--- src/verilog/eep_timing_cfg.svh ---
`ifndef EEP_TIMING_CFG_SVH
`define EEP_TIMING_CFG_SVH

// ----------------------------------------------------------------
// clock and pin timing, times in ns
// ----------------------------------------------------------------
`define EEP_CLK_NS        4
`define EEP_T_CH_NS       1000
`define EEP_T_CS_NS       150
`define EEP_T_AH_NS       50
`define EEP_T_ACC_NS      450
`define EEP_T_DF_NS       100
`define EEP_T_WP_NS       10000000
`define EEP_T_PFT_NS      100000

// least times round up to whole cycles
`define EEP_CYC_UP(ns)    (((ns) + `EEP_CLK_NS - 1) / `EEP_CLK_NS)
`define EEP_CH_CYC        `EEP_CYC_UP(`EEP_T_CH_NS)
`define EEP_CS_CYC        `EEP_CYC_UP(`EEP_T_CS_NS)
`define EEP_AH_CYC        `EEP_CYC_UP(`EEP_T_AH_NS)
`define EEP_ACC_CYC       `EEP_CYC_UP(`EEP_T_ACC_NS)
`define EEP_DF_CYC        `EEP_CYC_UP(`EEP_T_DF_NS)
`define EEP_WP_CYC        (`EEP_T_WP_NS / `EEP_CLK_NS)
`define EEP_PFT_CYC       `EEP_CYC_UP(`EEP_T_PFT_NS)
// input synchroniser latency margin
`define EEP_SYNC_CYC      4

// ----------------------------------------------------------------
// data values
// ----------------------------------------------------------------
`define EEP_ERASED_BYTE   8'hFF
`define EEP_PINS_IDLE_CE  1'b1

`endif
--- src/verilog/eep_pkg.sv ---
package eep_pkg;

  typedef logic [7:0]  eep_byte_t;
  typedef logic [10:0] eep_addr_t;

  typedef enum logic [1:0] {
    EEP_CMD_READ,
    EEP_CMD_BYTE_ERASE,
    EEP_CMD_BYTE_WRITE,
    EEP_CMD_CHIP_ERASE
  } eep_cmd_t;

  typedef struct packed {
    eep_cmd_t  cmd;
    logic      by_ce;
    eep_addr_t addr;
    eep_byte_t data;
  } eep_req_t;

  typedef struct packed {
    eep_addr_t addr;
    logic      ce_n;
    logic      oe_n;
    logic      oe_hv;
    logic      vpp_prog;
    eep_byte_t dq_out;
    logic      dq_oe;
  } eep_pins_t;

  typedef enum logic [2:0] {
    ST_IDLE,
    ST_READ,
    ST_FLOAT,
    ST_DESEL,
    ST_SETUP,
    ST_PULSE,
    ST_HOLD,
    ST_DROP
  } eep_state_t;

endpackage

--- src/verilog/eep_host.sv ---
`timescale 1ns/10ps
`include "eep_timing_cfg.svh"

module eep_host #(
  parameter int unsigned PULSE_CYC    = `EEP_WP_CYC,
  parameter int unsigned VPP_FALL_CYC = `EEP_PFT_CYC
) (
  input  wire logic               clk,
  input  wire logic               arst_n,
  input  wire eep_pkg::eep_req_t  req,
  input  wire logic               req_valid,
  output      logic               req_ready,
  output      logic               rsp_valid,
  output      eep_pkg::eep_byte_t rsp_data,
  output      logic               busy,
  output      eep_pkg::eep_pins_t pins,
  input  wire eep_pkg::eep_byte_t dq_in
);
  import eep_pkg::*;

  eep_state_t  state;
  eep_state_t  next_state;
  eep_req_t    rq;
  eep_req_t    next_rq;
  logic        phase_wr;
  logic        next_phase;
  logic [31:0] timer;
  logic        tdone;
  eep_byte_t   dq_sync;

  eep_sync u_sync (
    .clk    (clk),
    .arst_n (arst_n),
    .d      (dq_in),
    .q      (dq_sync)
  );

  // ----------------------------------------------------------------
  // state-to-pin decode
  // ----------------------------------------------------------------
  function automatic eep_pins_t pin_drive(eep_state_t st, eep_req_t r, logic wr);
    eep_pins_t p;
    p          = '0;
    p.addr     = r.addr;
    p.ce_n     = `EEP_PINS_IDLE_CE;
    p.oe_n     = 1'b1;
    p.dq_out   = (r.cmd == EEP_CMD_BYTE_WRITE && wr) ? r.data : `EEP_ERASED_BYTE;
    unique case (st)
      ST_IDLE, ST_FLOAT, ST_DROP: begin
        p.dq_out = '0;
      end
      ST_READ: begin
        p.ce_n   = 1'b0;
        p.oe_n   = 1'b0;
        p.dq_out = '0;
      end
      ST_DESEL: begin
        // select stays high: supply may already sit at program level
        p.vpp_prog = r.by_ce;
        p.oe_hv    = (r.cmd == EEP_CMD_CHIP_ERASE);
        p.dq_oe    = 1'b1;
      end
      ST_SETUP, ST_HOLD: begin
        p.ce_n     = r.by_ce;
        p.vpp_prog = r.by_ce;
        p.oe_hv    = (r.cmd == EEP_CMD_CHIP_ERASE);
        p.dq_oe    = 1'b1;
      end
      ST_PULSE: begin
        p.ce_n     = 1'b0;
        p.vpp_prog = 1'b1;
        p.oe_hv    = (r.cmd == EEP_CMD_CHIP_ERASE);
        p.dq_oe    = 1'b1;
      end
    endcase
    return p;
  endfunction

  function automatic logic [31:0] wait_for(eep_state_t st);
    logic [31:0] w;
    w = 32'h0000_0001;
    unique case (st)
      ST_IDLE:  w = 32'h0000_0001;
      ST_READ:  w = 32'(`EEP_ACC_CYC + `EEP_SYNC_CYC);
      ST_FLOAT: w = 32'(`EEP_DF_CYC);
      ST_DESEL: w = 32'(`EEP_CH_CYC);
      ST_SETUP: w = 32'(`EEP_CS_CYC);
      ST_PULSE: w = 32'(PULSE_CYC);
      ST_HOLD:  w = 32'(`EEP_AH_CYC);
      ST_DROP:  w = 32'(VPP_FALL_CYC);
    endcase
    return w;
  endfunction

  // ----------------------------------------------------------------
  // sequencing
  // ----------------------------------------------------------------
  assign tdone     = (timer == 32'h0000_0000);
  assign req_ready = (state == ST_IDLE);
  assign busy      = (state != ST_IDLE);

  always_comb begin
    next_state = state;
    next_rq    = rq;
    next_phase = phase_wr;
    unique case (state)
      ST_IDLE: begin
        if (req_valid) begin
          next_rq    = req;
          next_phase = 1'b0;
          next_state = (req.cmd == EEP_CMD_READ) ? ST_READ : ST_DESEL;
        end
      end
      ST_READ:  if (tdone) next_state = ST_FLOAT;
      ST_FLOAT: if (tdone) next_state = ST_IDLE;
      ST_DESEL: if (tdone) next_state = ST_SETUP;
      ST_SETUP: if (tdone) next_state = ST_PULSE;
      ST_PULSE: if (tdone) next_state = ST_HOLD;
      ST_HOLD: begin
        if (tdone) begin
          // erase phase done: write the same address next
          if (rq.cmd == EEP_CMD_BYTE_WRITE && !phase_wr) begin
            next_phase = 1'b1;
            next_state = ST_DESEL;
          end else begin
            next_state = ST_DROP;
          end
        end
      end
      ST_DROP:  if (tdone) next_state = ST_IDLE;
    endcase
  end

  always_ff @(posedge clk or negedge arst_n) begin
    if (!arst_n) begin
      state    <= ST_IDLE;
      rq       <= '0;
      phase_wr <= 1'b0;
    end else begin
      state    <= next_state;
      rq       <= next_rq;
      phase_wr <= next_phase;
    end
  end

  always_ff @(posedge clk or negedge arst_n) begin
    if (!arst_n) begin
      timer <= 32'h0000_0000;
    end else if (next_state != state) begin
      timer <= wait_for(next_state) - 32'h0000_0001;
    end else if (!tdone) begin
      timer <= timer - 32'h0000_0001;
    end
  end

  // pins come straight from flops so no decode glitch reaches the memory
  always_ff @(posedge clk or negedge arst_n) begin
    if (!arst_n) begin
      pins      <= '0;
      pins.ce_n <= `EEP_PINS_IDLE_CE;
      pins.oe_n <= 1'b1;
    end else begin
      pins <= pin_drive(next_state, next_rq, next_phase);
    end
  end

  // ----------------------------------------------------------------
  // read answer
  // ----------------------------------------------------------------
  always_ff @(posedge clk or negedge arst_n) begin
    if (!arst_n) begin
      rsp_valid <= 1'b0;
      rsp_data  <= '0;
    end else begin
      rsp_valid <= (state == ST_READ) && tdone;
      if ((state == ST_READ) && tdone) begin
        rsp_data <= dq_sync;
      end
    end
  end

  // ----------------------------------------------------------------
  // checks
  // ----------------------------------------------------------------
  logic        prog_active;
  logic        prog_q;
  logic [31:0] plen;
  logic [31:0] ce_hi_cnt;
  logic        erased_ok;
  eep_addr_t   erased_addr;

  assign prog_active = !pins.ce_n && pins.vpp_prog;

  always_ff @(posedge clk or negedge arst_n) begin
    if (!arst_n) begin
      plen      <= 32'h0000_0000;
      ce_hi_cnt <= 32'h0000_0000;
      prog_q    <= 1'b0;
    end else begin
      plen      <= prog_active ? plen + 32'h0000_0001 : 32'h0000_0000;
      ce_hi_cnt <= pins.ce_n ? ce_hi_cnt + 32'h0000_0001 : 32'h0000_0000;
      prog_q    <= prog_active;
    end
  end

  always_ff @(posedge clk or negedge arst_n) begin
    if (!arst_n) begin
      erased_ok   <= 1'b0;
      erased_addr <= '0;
    end else if (prog_q && !prog_active && !pins.oe_hv) begin
      erased_ok   <= (pins.dq_out == `EEP_ERASED_BYTE);
      erased_addr <= pins.addr;
    end
  end
endmodule

--- src/verilog/eep_sync.sv ---
`timescale 1ns/10ps

module eep_sync (
  input  wire logic              clk,
  input  wire logic              arst_n,
  input  wire eep_pkg::eep_byte_t d,
  output      eep_pkg::eep_byte_t q
);
  import eep_pkg::*;

  eep_byte_t s1;
  eep_byte_t s2;
  eep_byte_t s3;

  // ----------------------------------------------------------------
  // three stages; a bit moves only once stages two and three agree
  // ----------------------------------------------------------------
  for (genvar i = 0; i < 8; i++) begin : g_bit
    always_ff @(posedge clk or negedge arst_n) begin
      if (!arst_n) begin
        s1[i] <= 1'b0;
        s2[i] <= 1'b0;
        s3[i] <= 1'b0;
        q[i]  <= 1'b0;
      end else begin
        s1[i] <= d[i];
        s2[i] <= s1[i];
        s3[i] <= s2[i];
        if (s2[i] == s3[i]) begin
          q[i] <= s3[i];
        end
      end
    end
  end

endmodule

--- config.mk ---
export PLATFORM = sky130hd
export DESIGN_NAME = eep_host
export DESIGN_NICKNAME = d
export VERILOG_FILES = /design/src/verilog/eep_pkg.sv /design/src/verilog/eep_host.sv /design/src/verilog/eep_sync.sv
export VERILOG_INCLUDE_DIRS = /design/src /design/src/verilog
export SDC_FILE = /design/constraint.sdc
export NUM_CORES = 1
export LEC_CHECK = 0
export BUFFER_PORTS_ARGS = -buffer_cell sky130_fd_sc_hd__buf_2
export CORE_MARGIN = 4
export CORE_UTILIZATION = 50
export CTS_BUF_LIST = sky130_fd_sc_hd__clkbuf_4 sky130_fd_sc_hd__clkbuf_8
export DETAILED_ROUTE_END_ITERATION = 8
export GPL_ROUTABILITY_DRIVEN = 0
export GPL_TIMING_DRIVEN = 0
export PLACE_DENSITY = 0.71
export SYNTH_ARGS = -nofsm -noshare
export SYNTH_HDL_FRONTEND = slang
export SYNTH_SLANG_ARGS = --single-unit
--- constraint.sdc ---
create_clock -name clk -period 4.52 [get_ports clk]
set_input_delay 0.904 -clock clk [delete_from_list [all_inputs] [get_ports clk]]
set_output_delay 0.904 -clock clk [all_outputs]
set_load 0.02 [all_outputs]
Word level (Yosys, flattened, before mapping)
Memories as Yosys holds them, arrays and structs flattened.
Index checks and enable logic that the tools add are counted.
{ "classes": {"eq_ne": 27, "muxes": 25, "reduce_logical": 16, "addsub": 2} }
{ "ops": {"columns": ["cell", "n"], "rows": [
  ["2-to-1 mux 32 bit", 3],
  ["subtractor 32 x 1 -> 32 bit (second input constant)", 2],
  ["2-to-1 mux 22 bit", 2],
  ["logical NOT 32 bit", 1],
  ["== test 3 bit (second input constant)", 8],
  ["2-to-1 mux 3 bit", 8],
  ["case mux 3 bit (7 select lines)", 1],
  ["2-to-1 mux 8 bit", 2],
  ["== test 3 x 2 -> 1 bit (second input constant)", 4],
  ["== test 1 bit", 8],
  ["OR reduction 4 bit", 2],
  ["== test 2 bit (second input constant)", 3],
  ["== test 3 x 1 -> 1 bit (second input constant)", 2],
  ["logical NOT 3 bit", 2],
  ["OR reduction 2 bit", 3],
  ["2-to-1 mux 1 bit", 5],
  ["case mux 1 bit (2 select lines)", 2],
  ["case mux 2 bit (2 select lines)", 1],
  ["logical AND 1 bit", 3],
  ["inequality test 3 bit", 1],
  ["nonzero test 3 bit", 1],
  ["OR reduction 3 bit", 1],
  ["logical NOT 2 bit", 1],
  ["2-to-1 mux 2 bit", 1],
  ["other kinds (3)", 3]
]} }
{ "totals": {"word_cells": 118, "reg_bits": 112, "mem_bits_ro": 120, "in_bits": 33, "n_memories": 1} }
{ "memory_table": {"columns": ["memory", "depth", "word_bits", "rd", "rd_clocked_by_memory_dff", "write_ports", "line", "source"], "rows": [
  ["(no name shown)", 8, 15, 1, 0, 0, "eep_host.sv:82", "unique case (st)"]
]} }

Depth between registers and ports, before layout
{ "depth": {"ltp_word": 9, "mapped_depth": 17, "mapped_depth_nobuf": 15} }

By module
A second synthesis with hierarchy kept.
{ "unflattened": {"hier_cells": 503, "area_unflattened_um2": 5295.1} }
{ "modules_own_cells": {"columns": ["module", "cells_each", "area_per_inst_um2", "n_inst"], "rows": [
  ["eep_host", 463, 4404.2, 1],
  ["eep_sync", 40, 890.9, 1]
]} }

Worst setup path after synthesis
OpenSTA, ideal clock, no wires.
{ "synth_path": {"path_type": "flip-flop to flip-flop", "startpoint": "register timer[11]", "endpoint": "register timer[18]", "stages_incl_launch_ff": 15, "setup_ps": 127, "t_arrival_ps": 3877, "t_required_ps": 4393, "slack_ps": 516, "synth_period_minus_slack_ps": 4004, "path_cell_list": "dfrtp_1 or4_4 or4_4 o41ai_1 o21ai_2 buf_2 mux2_2 nor2_1 a21oi_1 ha_1 o2111ai_1 a2111oi_2 and3_2 mux2i_1 nor3_1"} }
{ "synth_between": {"elab_chain_cells": 7} }
{ "synth_lines": {"columns": ["element", "line", "source"], "rows": [
  ["start: declaration", "eep_host.sv:27", "logic [31:0] timer;"],
  ["start signal: assignment", "eep_host.sv:150", "timer <= wait_for(next_state) - 32'h0000_0001;"],
  ["start signal: assignment", "eep_host.sv:152", "timer <= timer - 32'h0000_0001;"],
  ["logical NOT 32 bit (*)", "eep_host.sv:98", "assign tdone = (timer == 32'h0000_0000);"],
  ["2-to-1 mux 3 bit (tied with other cells)", "eep_host.sv:115, eep_host.sv:130", null],
  ["case mux 3 bit (7 select lines) (*)", "eep_host.sv:106", "unique case (state)"],
  ["net next_state[2]", "eep_host.sv:22", "eep_state_t next_state;"],
  ["memory (8 x 15 bit)", null, null],
  ["2-to-1 mux 32 bit", "eep_host.sv:149", "end else if (next_state != state) begin"],
  ["subtractor 32 x 1 -> 32 bit", "eep_host.sv:150", null],
  ["2-to-1 mux 32 bit", "eep_host.sv:149", null]
]} }
Mark *: on every way through the listed nets, which the timed path passes. The rest lies on a longest branch. The select of a mux whose other input is x is not followed.
A chain may end at the register's enable or synchronous reset.

Worst setup path after layout
{ "layout_path": {"startpoint": "register timer[11]", "endpoint": "register timer[30]"} }
Same word-level chain as after synthesis.

==> run metrics <==
Antenna Nets Post-Route=0; relative slew slack=21.4%; Fin Hold WS=358 ps; first-pass GRT wire length=20.3 mm; Final nets=638; VDD IR max=0.318 mV; Detailed Route WL=12.8 mm; largest family of logic cells by synthesized area=simple AND/OR/NAND/NOR gates; cell depth of the worst setup path=15; leakage power=2.82 nW; syn nets=555; top-area cell type share of the netlist area=52.5%; mux share of post-synthesis cell area=1.84%; placed cell area=5780 µm²; # rows=37; antenna violations before repair=0; CP Capture Type=register; Max Buffers Root-to-Sink=2; CTS Hold Bufs=0; sequential-to-total area share from yosys stat=53.5%; storage element area=2810 µm²; register clock-pin slew on the reported worst setup and hold paths=120 ps; Sink Count=112; Crit path top cell by count=or4_4; n_diodes=0; # Max-Cap Violations=0; hpwl dp=8.87 mm; chip width=110 µm; path depth of the worst reg2reg path=15; Cell Count Post-Placement=725; Post-synth top flop=dfrtp_1; DRC=0; number of global-route vias before repair=4064; number of synthesized register bits=112; Final min period=4340 ps; Multi-input gate area=2260 µm²; Core Area=10300 µm²; syn_area_per_cell=10.1 µm²; Required @ worst endpoint=4800 ps; RSZ-0062 raised after global routing=false; critical-path cell list=or4_4, or4_4, o41ai_2, o21ai_2, buf_2, mux2_2, nor2_1, a21oi_1, ha_2, o2111ai_2, a21oi_2, and4_2, buf_4, a31oi_1, a31o_2; Via Count=4333; Crit Path Max Fanout=10; Global Route Usage Sum=21.3%; DR WL/cell=17.1 µm; CTS tree=yes; final hold violations=0; CTS Root Cell=clkbuf_8; CP max-delay cell=or4_4; Layout area overhead=16.1%; Port Buffers=67; ys async rst share=100%; crit-path leading delay family=simple AND/OR/NAND/NOR gates; Vias per Instance=5.82; met3 Use GR=3.49%; Post-synth EDFFs=0; Die H=110 µm; fin cells=745; Starting Density=51.0%; Skew-Pair Late Insertion Delay=390 ps; FILL cells=895; Synth Warn #=0; H-tree lvl count=3; share of cells above drive strength 1=24.6%; outcome=completed; period utilization=96.1%; mapped cell area=5240 µm²; met1 Usage GRT=29.3%; Synth area leader=dfrtp_1; Worst Path Arrival=4630 ps; total gr overflow=0; pin count of the biggest net entering global routing=60; Worst Hold Class=register to register; met2 Track Usage GR=34.1%; worst setup path category=register to register; Synth Area in Compound Gates=14.9%; Layout Skew=12.6 ps; adder-cell share of the synthesized area=1.77%; Die ar.=12200 µm²; Min-Delay Path Depth=0; worst-margin pin slew=1170 ps; # setup viols final=0; Post-Synth Simple-Gate Area=21.6%; TritonCTS buffer count=9; TritonRoute pass-1 iters=6; post-route cell area=6080 µm²; XOR/XNOR Fraction of Synth Area=1.84%; IO Pins=68; layer with the highest usage=met2; post-synthesis cell count=521; Iter 0 DRT Violations=478; Bufs and invs on worst path=2; FMAX=0.230 GHz; Cell Pwr Density=606 nW/µm²; crit path launch type=register; synth unique cells=77; Synth area leaders=dfrtp_1 53%, nand2_1 8.0%, nor2_1 2.5%; CP max stage delay=610 ps; Max Slew Vio Count=0
[stage by stage]
stage	TNS, ps	setup slack (ps)	total power, W	util [%]
floorplan	0	516	0.00259	-
finish	0	175	0.00369	59.2
CTS	0	26.2	0.00365	58.7
detailed placement	-3740	-446	0.00301	56.2
global route	0	40.3	0.00393	59.2
global placement	-2580	-351	0.00296	55.9
[sequential cells by signal, summed over array words and instances (netlist names)]
name / count
timer: 32
pins: 24
rq: 11
rsp_data: 8
u_sync.q: 8
u_sync.s1: 8
u_sync.s2: 8
u_sync.s3: 8
state: 3
phase_wr: 1
rsp_valid: 1
[cell families (layout without fill, tap and decap cells)]
group | after synthesis | count (layout)
AND/OR/NAND/NOR | 230 | 230
AO/OA/AOI/OAI | 102 | 102
XOR/XNOR | 11 | 11
flip-flops | 112 | 112
multiplexers | 9 | 9
buffers and inverters | 48 | 136
adder cells (fa/ha/maj) | 9 | 9
[cell type report]
cell class,instances,share of cell area (%)
flip-flops and latches,112,46.1
multi-input cells,361,37.1
repair buffers,73,6.62
plain buffers,34,3.02
well taps,136,2.80
clock buffers,9,2.04
clock inverters,7,1.46
inverters,13,0.843
[synth_stat cells, drive strengths merged (3+ instances only)]
library cell and n:
a31oi 7, nor2 35, o21a 4, mux2i 4, and3 7, nor3 15, nand2 112, xor2 5
dfrtp 110, o21ai 19, mux2 5, nand3b 3, nand4 8, xnor2 6, or4 7, inv 13
o41a 8, o22ai 4, a211oi 4, clkbuf 19, a21oi 25, or3 10, o211ai 5, nor4 9
and4 3, buf 16, nand3 9, maj3 8, o31ai 5
[placed cells by master (no fill, tap or decap), types with 3 or more instances in the layout]
| cell type | count |
|---|---|
| o21ai_0 | 16 |
| inv_1 | 11 |
| clkinv_8 | 3 |
| o21a_1 | 4 |
| nor3_1 | 11 |
| and3_1 | 5 |
| mux2i_1 | 4 |
| xnor2_1 | 6 |
| o211ai_1 | 3 |
| clkbuf_1 | 16 |
| o41a_1 | 8 |
| clkbuf_8 | 9 |
| buf_4 | 18 |
| nand3b_1 | 3 |
| a21oi_1 | 23 |
| nor4_1 | 6 |
| or4_1 | 4 |
| nand3_1 | 9 |
| nand4_1 | 8 |
| buf_2 | 67 |
| maj3_1 | 8 |
| or4_4 | 3 |
| dfrtp_1 | 110 |
| nand2_1 | 112 |
| nor2_1 | 34 |
| o31ai_1 | 5 |
| o22ai_1 | 4 |
| or3_1 | 10 |
| a31oi_1 | 6 |
| xor2_1 | 5 |
| mux2_2 | 5 |
[power by group]
| group | leakage, nW | switching (W) | total [W] | internal (W) |
|---|---|---|---|---|
| combinational | 1.33 | 0.000975 | 0.00159 | 0.000616 |
| clock | 0.106 | 0.000398 | 0.000622 | 0.000224 |
| sequential | 1.38 | 0.000193 | 0.00147 | 0.00128 |
| total | 2.82 | 0.00157 | 0.00369 | 0.00212 |
[final timing paths]
path / start / to / slack, ps
max reg2reg: timer[11]$_DFFE_PN0P_ / timer[30]$_DFFE_PN0P_ / 180
max: timer[11]$_DFFE_PN0P_ / timer[30]$_DFFE_PN0P_ / 180
max in group asynchronous: arst_n / pins[11]$_DFF_PN1_ / 3200
min reg2reg: u_sync.s1[4]$_DFF_PN0_ / u_sync.s2[4]$_DFF_PN0_ / 360
min in group asynchronous: arst_n / u_sync.q[1]$_DFFE_PN0N_ / 550
min: u_sync.s1[4]$_DFF_PN0_ / u_sync.s2[4]$_DFF_PN0_ / 360
[metal layers]
layer  part of all wire, %  routed length, µm  vias to the layer above
met5                     0                  0                        -
met4                   2.3                291                        0
met3                   7.5                964                       34
met2                    48               6140                      176
met1                    42               5380                     2111
li1                      -                  -                     2012
[repair_timing]
action                     in CTS  in global routing
pin swaps                       2                  2
setup endpoints to repair       9                 12
setup buffers                   3                  2
cloned                          0                  0
gates resized for setup         3                 11
Note: power is estimated with default switching activity, not from simulation.
